### src/logic/pwm_pkg.sv
// Constants, register map and carrier types of the shared-period PWM block
`default_nettype none
package pwm_pkg;

    // ========================================================
    // Structure
    localparam int          NUM_CH        = 4;
    localparam int          CLK_HZ        = 20_000_000;

    // ========================================================
    // Register map (byte addresses)
    localparam logic [7:0]  ADR_PERIOD    = 8'h00;
    localparam logic [7:0]  ADR_TCTRL     = 8'h04;
    localparam logic [7:0]  ADR_COUNT     = 8'h08;
    localparam logic [3:0]  CH_BLOCK_FIRST = 4'h1;
    localparam logic [1:0]  SUB_CTRL      = 2'h0;
    localparam logic [1:0]  SUB_DUTY_HI   = 2'h1;
    localparam logic [1:0]  SUB_DUTY_LO   = 2'h2;

    // ========================================================
    // Field positions
    localparam int          EN_BIT        = 7;
    localparam int          OE_BIT        = 6;
    localparam int          OUT_BIT       = 5;
    localparam int          POL_BIT       = 4;
    localparam int          TRUN_BIT      = 2;
    localparam int          DUTY_LO_MSB   = 7;
    localparam int          DUTY_LO_LSB   = 6;

    // ========================================================
    // Reset values
    localparam logic [7:0]  PERIOD_RST    = 8'hFF;
    localparam logic [7:0]  COUNT_RST     = 8'h00;

    // ========================================================
    // Prescaler: last count of the divider for each select code
    localparam logic [1:0]  PS_SEL_1      = 2'h0;
    localparam logic [1:0]  PS_SEL_4      = 2'h1;
    localparam logic [1:0]  PS_SEL_16     = 2'h2;
    localparam logic [5:0]  PS_LAST_1     = 6'h00;
    localparam logic [5:0]  PS_LAST_4     = 6'h03;
    localparam logic [5:0]  PS_LAST_16    = 6'h0F;
    localparam logic [5:0]  PS_LAST_64    = 6'h3F;
    localparam logic [1:0]  PHASE_LAST    = 2'h3;

    // ========================================================
    // Carriers
    typedef struct packed {
        logic       en;
        logic       oe;
        logic       pol;
    } ch_ctrl_t;

    typedef struct packed {
        logic [7:0] high;
        logic [1:0] low;
    } duty_t;

    typedef struct packed {
        logic       run;
        logic [1:0] ps;
    } tctrl_t;

endpackage

`default_nettype wire

### src/logic/shared_period_pwm_channels.sv
// Shared-period PWM channels with a classic Wishbone register slave
// What this block does
// Each channel duty value is ten bits: eight high plus two low.
// All channels share one period; each keeps its own duty value.
// No postscaler is involved in output generation or frequency.
// Enabled outputs go active when the shared counter clears at rollover.
// Output goes inactive when the 10-bit time base equals buffered duty.
// Duty beyond the period never matches, so the output stays full on.
// Duty registers are double buffered and reload only at period match.
// After counter equals period: clear, set outputs unless 0%, reload.
// Software writes both duty halves before the next period match.
// Period is (period+1) times four clocks times the prescale value.
// Time base is counter plus two prescaled clock-phase bits below it.
// Duty writes at any time leave the running waveform undisturbed.
// Only period 255 gives all 1024 duty steps; smaller gives fewer.
// In sleep the counter stops, channel state and pin level hold.
// Reset releases all pins and returns every register to reset value.
// Control bit 7 enables the channel; it resets to zero.
// Control bit 6 routes the channel to its pin, else pin released.
// Control bit 5 reads the current output level; writes are ignored.
// Control bit 4 set makes the output active low.
// Control bits 3 to 0 read zero and ignore writes.
// Software follows the setup order to get a complete first pulse.
// Software sets pin direction to output before the pin shows PWM.
// Duty high register holds the eight upper bits, read and write.
// Duty low holds two lower bits at 7:6; bits 5:0 read zero.
// Counter advances per clock/4/prescale, only while timer runs.
//
// The implementer's own choices: the register addresses and the Wishbone register port.
`timescale 1ns/100ps
`default_nettype none

module shared_period_pwm_channels (
    input  wire logic                        clk_i,   // System clock
    input  wire logic                        rst_i,   // Sync reset, high
    input  wire logic [7:0]                  adr_i,   // Byte address
    input  wire logic [31:0]                 dat_i,   // Write data
    input  wire logic                        we_i,    // Write strobe
    input  wire logic [3:0]                  sel_i,   // Byte lanes
    input  wire logic                        cyc_i,   // Bus cycle
    input  wire logic                        stb_i,   // Strobe
    output logic      [31:0]                 dat_o,   // Read data
    output logic                             ack_o,   // Acknowledge
    input  wire logic                        sleep_i, // Core in sleep
    output logic      [pwm_pkg::NUM_CH-1:0]  pin_level_o, // Pin levels
    output logic      [pwm_pkg::NUM_CH-1:0]  pin_oe_o     // Pin drive on
);

    // ========================================================
    // Declarations
    logic [7:0]         period_reg;
    pwm_pkg::tctrl_t    tctrl_reg;
    logic [7:0]         count_reg;
    logic [1:0]         phase_reg;
    logic [5:0]         ps_cnt_reg;
    logic [5:0]         ps_last;
    logic               tick_en;
    logic               phase_step;
    logic               count_step;
    logic               rollover;
    logic [9:0]         timebase;
    logic [9:0]         timebase_next;
    logic               ack_reg;
    logic [31:0]        dat_reg;
    logic [7:0]         rdata;
    logic               req;
    logic               wr_fire;

    pwm_pkg::ch_ctrl_t  ctrl_reg   [pwm_pkg::NUM_CH];
    pwm_pkg::duty_t     duty_reg   [pwm_pkg::NUM_CH];
    pwm_pkg::duty_t     duty_buf   [pwm_pkg::NUM_CH];
    logic               out_reg    [pwm_pkg::NUM_CH];
    logic [pwm_pkg::NUM_CH-1:0] level_reg;
    logic [pwm_pkg::NUM_CH-1:0] oe_reg;

    // ========================================================
    // Decode helpers
    // Channel blocks sit 16 bytes apart, three word registers each
    function automatic logic ch_hit(input logic [7:0] adr,
                                    input int ch);
        logic [3:0] blk;
        blk = pwm_pkg::CH_BLOCK_FIRST + 4'(ch);
        return adr[7:4] == blk;
    endfunction

    function automatic logic [5:0] prescale_last(input logic [1:0] sel);
        unique case (sel)
            pwm_pkg::PS_SEL_1:  prescale_last = pwm_pkg::PS_LAST_1;
            pwm_pkg::PS_SEL_4:  prescale_last = pwm_pkg::PS_LAST_4;
            pwm_pkg::PS_SEL_16: prescale_last = pwm_pkg::PS_LAST_16;
            default:            prescale_last = pwm_pkg::PS_LAST_64;
        endcase
    endfunction

    // ========================================================
    // Wishbone slave
    assign req     = cyc_i & stb_i;
    // Write lands at the edge the master sees ack high;
    // read data was caught one edge earlier, so it stands with ack
    assign wr_fire = req & ack_reg & we_i & sel_i[0];

    always_ff @(posedge clk_i) begin
        if (rst_i) begin
            ack_reg <= 1'b0;
        end else begin
            ack_reg <= req & ~ack_reg;
        end
    end

    always_ff @(posedge clk_i) begin
        if (rst_i) begin
            dat_reg <= 32'h0000_0000;
        end else if (req & ~ack_reg) begin
            dat_reg <= {24'h00_0000, rdata};
        end
    end

    assign ack_o = ack_reg;
    assign dat_o = dat_reg;

    // Unmapped addresses read as zero and still acknowledge
    always_comb begin
        // Unimplemented bits keep this zero
        rdata = 8'h00;
        if (adr_i == pwm_pkg::ADR_PERIOD) begin
            rdata = period_reg;
        end else if (adr_i == pwm_pkg::ADR_TCTRL) begin
            rdata[pwm_pkg::TRUN_BIT] = tctrl_reg.run;
            rdata[1:0]               = tctrl_reg.ps;
        end else if (adr_i == pwm_pkg::ADR_COUNT) begin
            rdata = count_reg;
        end
        for (int c = 0; c < pwm_pkg::NUM_CH; c++) begin
            if (ch_hit(adr_i, c)) begin
                case (adr_i[3:2])
                    pwm_pkg::SUB_CTRL: begin
                        rdata[pwm_pkg::EN_BIT]  = ctrl_reg[c].en;
                        rdata[pwm_pkg::OE_BIT]  = ctrl_reg[c].oe;
                        rdata[pwm_pkg::OUT_BIT] = level_reg[c];
                        rdata[pwm_pkg::POL_BIT] = ctrl_reg[c].pol;
                    end
                    pwm_pkg::SUB_DUTY_HI: begin
                        rdata = duty_reg[c].high;
                    end
                    pwm_pkg::SUB_DUTY_LO: begin
                        rdata[pwm_pkg::DUTY_LO_MSB:pwm_pkg::DUTY_LO_LSB] =
                            duty_reg[c].low;
                    end
                    default: begin
                        rdata = 8'h00;
                    end
                endcase
            end
        end
    end

    // ========================================================
    // Shared timer registers
    // The counter reads back only; a write to it is dropped
    always_ff @(posedge clk_i) begin
        if (rst_i) begin
            period_reg <= pwm_pkg::PERIOD_RST;
            tctrl_reg  <= '0;
        end else if (wr_fire) begin
            if (adr_i == pwm_pkg::ADR_PERIOD) begin
                period_reg <= dat_i[7:0];
            end
            if (adr_i == pwm_pkg::ADR_TCTRL) begin
                tctrl_reg.run <= dat_i[pwm_pkg::TRUN_BIT];
                tctrl_reg.ps  <= dat_i[1:0];
            end
        end
    end

    // ========================================================
    // Time base: prescaler, clock phase, shared counter
    // No postscaler exists here; the period depends only on these three
    assign ps_last    = prescale_last(tctrl_reg.ps);
    assign tick_en    = tctrl_reg.run & ~sleep_i;
    // >= so a smaller prescale taken mid-count steps at once
    assign phase_step = tick_en & (ps_cnt_reg >= ps_last);
    assign count_step = phase_step & (phase_reg == pwm_pkg::PHASE_LAST);
    assign rollover   = count_step & (count_reg == period_reg);
    assign timebase   = {count_reg, phase_reg};
    // The value the next phase step reaches; compares use it so a
    // match drops the output as the time base arrives, not a clock late
    assign timebase_next = timebase + 10'h001;

    always_ff @(posedge clk_i) begin
        if (rst_i) begin
            ps_cnt_reg <= '0;
        end else if (phase_step) begin
            ps_cnt_reg <= '0;
        end else if (tick_en) begin
            ps_cnt_reg <= ps_cnt_reg + 6'h01;
        end
    end

    always_ff @(posedge clk_i) begin
        if (rst_i) begin
            phase_reg <= '0;
        end else if (phase_step) begin
            phase_reg <= phase_reg + 2'h1;
        end
    end

    always_ff @(posedge clk_i) begin
        if (rst_i) begin
            count_reg <= pwm_pkg::COUNT_RST;
        end else if (rollover) begin
            count_reg <= pwm_pkg::COUNT_RST;
        end else if (count_step) begin
            count_reg <= count_reg + 8'h01;
        end
    end

    generate
        for (genvar c = 0; c < pwm_pkg::NUM_CH; c++) begin : g_ch

            always_ff @(posedge clk_i) begin
                if (rst_i) begin
                    ctrl_reg[c] <= '0;
                end else if (wr_fire && ch_hit(adr_i, c) &&
                             adr_i[3:2] == pwm_pkg::SUB_CTRL) begin
                    // Status bit and low nibble are not stored
                    ctrl_reg[c].en  <= dat_i[pwm_pkg::EN_BIT];
                    ctrl_reg[c].oe  <= dat_i[pwm_pkg::OE_BIT];
                    ctrl_reg[c].pol <= dat_i[pwm_pkg::POL_BIT];
                end
            end

            // Software copy; the waveform sees the buffer, plus a zero test of this copy at rollover
            always_ff @(posedge clk_i) begin
                if (rst_i) begin
                    duty_reg[c] <= '0;
                end else if (wr_fire && ch_hit(adr_i, c)) begin
                    if (adr_i[3:2] == pwm_pkg::SUB_DUTY_HI) begin
                        duty_reg[c].high <= dat_i[7:0];
                    end
                    if (adr_i[3:2] == pwm_pkg::SUB_DUTY_LO) begin
                        duty_reg[c].low <= dat_i[pwm_pkg::DUTY_LO_MSB:
                                                 pwm_pkg::DUTY_LO_LSB];
                    end
                end
            end

            always_ff @(posedge clk_i) begin
                if (rst_i) begin
                    duty_buf[c] <= '0;
                end else if (rollover) begin
                    duty_buf[c] <= duty_reg[c];
                end
            end

            // Equality compare: a duty past the last time base step
            // never matches, which yields full duty without a compare;
            // only phase steps and a cleared enable bit clear, so sleep and a stopped timer hold
            always_ff @(posedge clk_i) begin
                if (rst_i) begin
                    out_reg[c] <= 1'b0;
                end else if (!ctrl_reg[c].en) begin
                    out_reg[c] <= 1'b0;
                end else if (rollover) begin
                    out_reg[c] <= (duty_reg[c] != '0);
                end else if (phase_step && timebase_next == duty_buf[c]) begin
                    out_reg[c] <= 1'b0;
                end
            end

            // Pin stage; pin also holds in sleep because out_reg holds
            always_ff @(posedge clk_i) begin
                if (rst_i) begin
                    level_reg[c] <= 1'b0;
                    oe_reg[c]    <= 1'b0;
                end else begin
                    level_reg[c] <= out_reg[c] ^ ctrl_reg[c].pol;
                    oe_reg[c]    <= ctrl_reg[c].oe;
                end
            end

        end
    endgenerate

    assign pin_level_o = level_reg;
    assign pin_oe_o    = oe_reg;
endmodule

`default_nettype wire

### config.mk
export PLATFORM = sky130hd
export DESIGN_NAME = shared_period_pwm_channels
export DESIGN_NICKNAME = d
export VERILOG_FILES = /design/src/logic/pwm_pkg.sv /design/src/logic/shared_period_pwm_channels.sv
export SDC_FILE = /design/constraint.sdc
export NUM_CORES = 1
export LEC_CHECK = 0
export ABC_AREA = 0
export BUFFER_PORTS_ARGS = -buffer_cell sky130_fd_sc_hd__buf_2
export CAP_MARGIN = 20
export CELL_PAD_IN_SITES_DETAIL_PLACEMENT = 0
export CELL_PAD_IN_SITES_GLOBAL_PLACEMENT = 1
export CORE_ASPECT_RATIO = 1.25
export CORE_MARGIN = 5
export CORE_UTILIZATION = 45
export CTS_CLUSTER_SIZE = 8
export DETAILED_ROUTE_END_ITERATION = 8
export PLACE_DENSITY = 0.83
export SYNTH_ARGS = -nofsm -noshare
export SYNTH_HDL_FRONTEND = slang
export SYNTH_SLANG_ARGS = --single-unit
### constraint.sdc
create_clock -name clk_i -period 6.2 [get_ports clk_i]
set_input_delay 0 -clock clk_i [delete_from_list [all_inputs] [get_ports clk_i]]
set_output_delay 0 -clock clk_i [all_outputs]
set_load 0.02 [all_outputs]
# [Yosys cells after proc, flatten, opt, wreduce, memory -nomap -nowiden]
# Memory sizes are Yosys's and may differ from the RTL's.
# Cells that the tools add are included.
[totals] ff_bits=44 ram_bits=96 inputBits=50 output_inout_bits=41 wordCells=262 n_memories=4
[op_classes] addsub=4 magnitude_cmp=1 eq_ne=16 mux=146 bitwise_logic=51 reduce_logical=24
[memory_table] name="duty_buf" words=4 word_bits=10 rd=4 rd_ports_with_merged_regs=0 wr=4 line_no="shared_period_pwm_channels.sv:71" source="pwm_pkg::duty_t duty_buf [pwm_pkg::NUM_CH];"
[memory_table] name="duty_reg" words=4 word_bits=10 rd=4 rd_ports_with_merged_regs=0 wr=4 line_no="shared_period_pwm_channels.sv:70" source="pwm_pkg::duty_t duty_reg [pwm_pkg::NUM_CH];"
[memory_table] name="ctrl_reg" words=4 word_bits=3 rd=4 rd_ports_with_merged_regs=0 wr=4 line_no="shared_period_pwm_channels.sv:69" source="pwm_pkg::ch_ctrl_t ctrl_reg [pwm_pkg::NUM_CH];"
[memory_table] name="out_reg" words=4 word_bits=1 rd=4 rd_ports_with_merged_regs=0 wr=4 line_no="shared_period_pwm_channels.sv:72" source="logic out_reg [pwm_pkg::NUM_CH];"
[ops] op="2-to-1 mux 1 bit" n=111
[ops] op="2-to-1 mux 8 bit" n=12
[ops] op="case mux 2 bit (3 select lines)" n=8
[ops] op="equality test 10 bit" n=4
[ops] op="2-to-1 mux 10 bit" n=4
[ops] op="nonzero test 10 bit" n=4
[ops] op="bitwise OR 1 bit" n=36
[ops] op="case mux 4 bit (2 select lines)" n=4
[ops] op="case mux 6 bit (3 select lines)" n=1
[ops] op="logical AND 1 bit" n=12
[ops] op="adder 10 x 1 -> 10 bit (second input constant)" n=1
[ops] op="AND 1 bit" n=9
[ops] op="adder 8 x 1 -> 8 bit (second input constant)" n=1
[ops] op="equality test 4 x 2 -> 1 bit (second input constant)" n=2
[ops] op="equality test 8 x 3 -> 1 bit (second input constant)" n=1
[ops] op="equality test 8 x 4 -> 1 bit (second input constant)" n=1
[ops] op="equality test 8 bit" n=1
[ops] op="zero test 8 bit" n=1
[ops] op="2-to-1 mux 2 bit" n=4
[ops] op="adder 6 x 1 -> 6 bit (second input constant)" n=1
[ops] op="equality test 2 bit (second input constant)" n=3
[ops] op=">= comparator 6 bit" n=1
[ops] op="OR reduction 2 bit" n=3
[ops] op="2-to-1 mux 5 bit" n=1
[ops] op="9 further kinds" n=16

# [Logic depth before layout (Yosys ltp)]
[logic_depth] ltp_word=14 depth_mapped=9 ltp_nobuf=8

# [Least setup slack after synthesis]
# No wires, ideal clock.
[synth_timing] kind="flip-flop to flip-flop" start="register tctrl_reg[1] in the netlist's numbering" end="memory duty_buf[0][0] in the netlist's numbering, enable pin" arrival_time_ps=2842 required_time_ps=5595 setup_slack_ps=2753 path_stages_with_launch=9 n_path_buf=1 path_cell_list="dfxtp_1 or2_2 ha_1 nand2b_1 a2111oi_0 o21ai_0 buf_2 a21oi_2 clkinv_1"
[synth_lines] element="start: declaration" line_no="shared_period_pwm_channels.sv:52" source="pwm_pkg::tctrl_t tctrl_reg;"
[synth_lines] element="end: declaration" line_no="shared_period_pwm_channels.sv:71"

==> qor.csv <==
stage;metric;value;unit
worst_setup_path;end_kind;flop;
power;vdd_drop_max;0.0001805;V
worst_hold_path;worstHoldStart;stb_i;
drt;routed_wl;19.35;mm
cts;clock_latency;0.42;ns
finish;diodes;0;
die;core;0.01627;mm2
logic_synthesis;ys_seq_elements;140;
timing;rsz0062_at_grt;false;
worst_setup_path;regToRegSetupSlack;2.95;ns
grt;gr-total-overflow;0;
timing;timing.slew.headroom;27.80;%
timing;layout_min_cycle_time;3.254;ns
logic_synthesis;synth.avg_cell_area;10.48;um2
worst_setup_path;cpMostUsedCell;buf_4;
cts;h-tree-depth;4;
grt;grt_start_max_net_pins;45;
die;start_util;46.01;%
logic_synthesis;ys_top_cells_by_area;edfxtp_1 39%, dfxtp_1 12%, and2_1 6.4%;
cts;clock-sinks;140;
worst_setup_path;cp_max_fo;36;
worst_setup_path;cp_data_required_time;6.32;ns
cts;cts.path.max_buffers;2;
timing;post-route-period-util;52.49;%
finish;area_delta_synth_final;11.42;%
timing;tns;0;ns
timing;drv_slew;0;
drt;drc;0;
worst_setup_path;reg2reg_from;tctrl_reg[1]$_SDFFE_PP0P_;
worst_hold_path;min_path_type;in2reg;
timing;hold_violations;0;
timing;setup_viol;0;
grt;grt_pass1_wl;29.68;mm
cts;cts.clk_slew.worst_paths;0.06;ns
logic_synthesis;synth_top_cell_area_share;38.52;%
flow_run;drv_cap;0;
cts;post_cts_buffers;0;
timing;fmax;0.3073;GHz
power;p_leak;3.044;nW
logic_synthesis;synthArstFlopShare;0;%
timing;worst_hold_slack;0.08257;ns
timing;skew;0.01243;ns
cts;cts_buffers;17;
logic_synthesis;synth_cell_types;68;
cts;clockRootBuffer;clkbuf_16;
drt;drtIter0Drc;324;
worst_setup_path;cpPeakStageDelay;0.41;ns
logic_synthesis;yosysTopAreaCell;edfxtp_1;
power;power.density;256.9;mW/mm2
logic_synthesis;synth_edf_count;96;
drt;wire_per_inst;19.91;um
worst_hold_path;hold_path_end;ack_o$_SDFF_PP0_;
worst_setup_path;reg2reg_to;duty_buf[1][2]$_SDFFCE_PN0P_;
worst_setup_path;r2r.worst_path.cells;9;
logic_synthesis;synthFlopType;edfxtp_1;
status;status;finished, final reports clean;
cts;tritoncts;built;
drt;ant_nets;0;
grt;antenna_found_initial;0;
place;portBuffers;39;
logic_synthesis;synth_area;0.007483;mm2
logic_synthesis;seq_area_frac_synth;50.29;%
worst_setup_path;crit_type;reg2reg;
die;dieArea;0.01932;mm2
worst_setup_path;cp.arrival;3.38;ns
logic_synthesis;yosysWarnings;0;
grt;grt_pass1_vias;5323;
worst_hold_path;whs_path_depth;4;
drt;vias;5458;
drt;firstDrtPassIters;5;
place;gp_congestion;0.8970;
finish;nets;802;
timing;tightest_slew;1.072;ns
place;place_hpwl;14.43;mm
die;rows;52;
drt;vias_per_cell;5.615;
die;io_pins;91;
grt;track_usage;19.88;%
worst_setup_path;cp_slowest_cell;clkinv_1;
logic_synthesis;postSynthCellCount;714;
worst_setup_path;crit_path_cell_trace;or2_2 > ha_1 > nand2b_1 > a2111oi_0 > o21ai_0 > buf_4 > a21oi_2 > clkinv_1 > buf_4;
finish;drive_gt1_share;12.04;%
worst_setup_path;startpoint_type;flop;
die;die_x;125.3;um
die;fp.dieH;154.2;um
-- repair_timing --
action                    CTS  global route
hold endpoints to repair   31             0
hold buffers                8             0
resized for setup           0             0
-- layout make-up --
type	count	area, um2
repair buffers	53	320.3
well taps	216	270.3
multi-input cells	521	3385
clock inverters	11	78.83
fillers	1466	7928
flip-flops and latches	140	3764
inverters	10	37.54
clock buffers	21	483.0
-- worst max path at each step --
| stage | slack [ns] | startpoint | cells past startpoint | to |
|---|---|---|---|---|
| 3_3_place_gp | 2.94 | tctrl_reg[1]$_SDFFE_PP0P_ | 9 | duty_buf[1][4]$_SDFFCE_PN0P_ |
| 5_1_grt | 2.61 | tctrl_reg[1]$_SDFFE_PP0P_ | 9 | duty_buf[1][2]$_SDFFCE_PN0P_ |
| 4_1_cts | 2.89 | tctrl_reg[1]$_SDFFE_PP0P_ | 9 | duty_buf[1][2]$_SDFFCE_PN0P_ |
| 6_report | 2.95 | tctrl_reg[1]$_SDFFE_PP0P_ | 9 | duty_buf[1][2]$_SDFFCE_PN0P_ |
| 2_1_floorplan | 2.75 | tctrl_reg[1]$_SDFFE_PP0P_ | 8 | duty_buf[0][0]$_SDFFCE_PN0P_ |
| 3_5_place_dp | 2.92 | tctrl_reg[1]$_SDFFE_PP0P_ | 9 | duty_buf[1][4]$_SDFFCE_PN0P_ |
-- per-layer routing --
metal | global-route usage (%) | routed length (um)
met1 | 24.02 | 7556
met2 | 34.89 | 9827
met3 | 2.622 | 1177
met4 | 9.866 | 787
met5 | 0 | 0
-- synthesized netlist by cell type, drive strengths merged (2+ instances only) --
cell type	count
edfxtp	96
and2	78
nor2	72
dfxtp	44
buf	43
xnor2	40
mux2i	35
nand2	30
xor2	30
nor3	25
o21ai	25
a21oi	24
clkbuf	23
nand3	23
nor4	15
and3	11
ha	9
inv	9
nand4	7
nor2b	7
o22ai	7
nand2b	5
o31ai	5
a221o	4
nand3b	3
o2111ai	3
o211ai	3
o221ai	3
or4	3
a211o	2
a22oi	2
a311oi	2
a32oi	2
o21a	2
o311ai	2
o32ai	2
or2	2
or3	2
-- power breakdown --
group	internal, mW	switching (mW)
Sequential	1.03	0.0232
Combinational	0.0430	0.0902
Clock	0.563	0.395
Total	1.63	0.508
-- kinds of logic after synthesis --
group | Yosys count | synth area share [%]
compound gates | 96 | 8.544
mux | 35 | 4.682
fa+ha+maj | 9 | 1.505
flops | 140 | 50.29
other cells | 1 | 0.05011
xor+xnor | 70 | 8.293
simple gates | 287 | 21.00
buf+inv | 76 | 5.634
-- worst max-delay path: cells and delay by family (launching register included) --
family | cells | cell delay (ns)
buf+inv | 3 | 1.03
compound gates | 3 | 0.81
fa+ha+maj | 1 | 0.26
flops | 1 | 0.37
simple gates | 2 | 0.46
-- per-stage QoR --
step	std cells	worst slack, ns	total power, mW	instance area [um2]	util [%]
floorplan	737	2.753	1.162	7570	-
global placement	932	2.936	1.194	7696	47.32
detailed placement	932	2.920	1.197	7696	47.32
CTS	972	2.891	2.149	8338	51.26
global route	972	2.611	2.205	8338	51.26
finish	972	2.946	2.142	8338	51.26
-- cell usage in the layout, fill, tap and decap left out, types with 3 or more instances in the layout --
cell           synthesis  layout
inv_6                  0       3
ha_1                   9       9
nand3b_1               3       3
or4_1                  3       3
o31ai_1                4       4
and2_1                76      76
a221o_1                3       3
dfxtp_1               44      44
a21oi_1               23      23
xor2_1                29      29
mux2i_1               35      35
o2111ai_1              3       3
nand2b_1               5       5
clkbuf_16              0      19
nor2b_1                7       7
o211ai_1               3       3
nand4_1                6       6
nand2_1               30      30
xnor2_1               40      40
nand3_1               22      22
inv_4                  0       4
o22ai_1                7       7
o221ai_1               3       3
nor4_1                15      15
buf_2                 10      39
edfxtp_1              96      96
o21ai_0               24      24
dlygate4sd3_1          0       8
buf_4                 27       6
conb_1                 1      24
nor2_1                72      72
and3_1                 9       9
inv_1                  9       9
nor3_1                22      22
No activity file was read; power rests on OpenSTA's default activity.
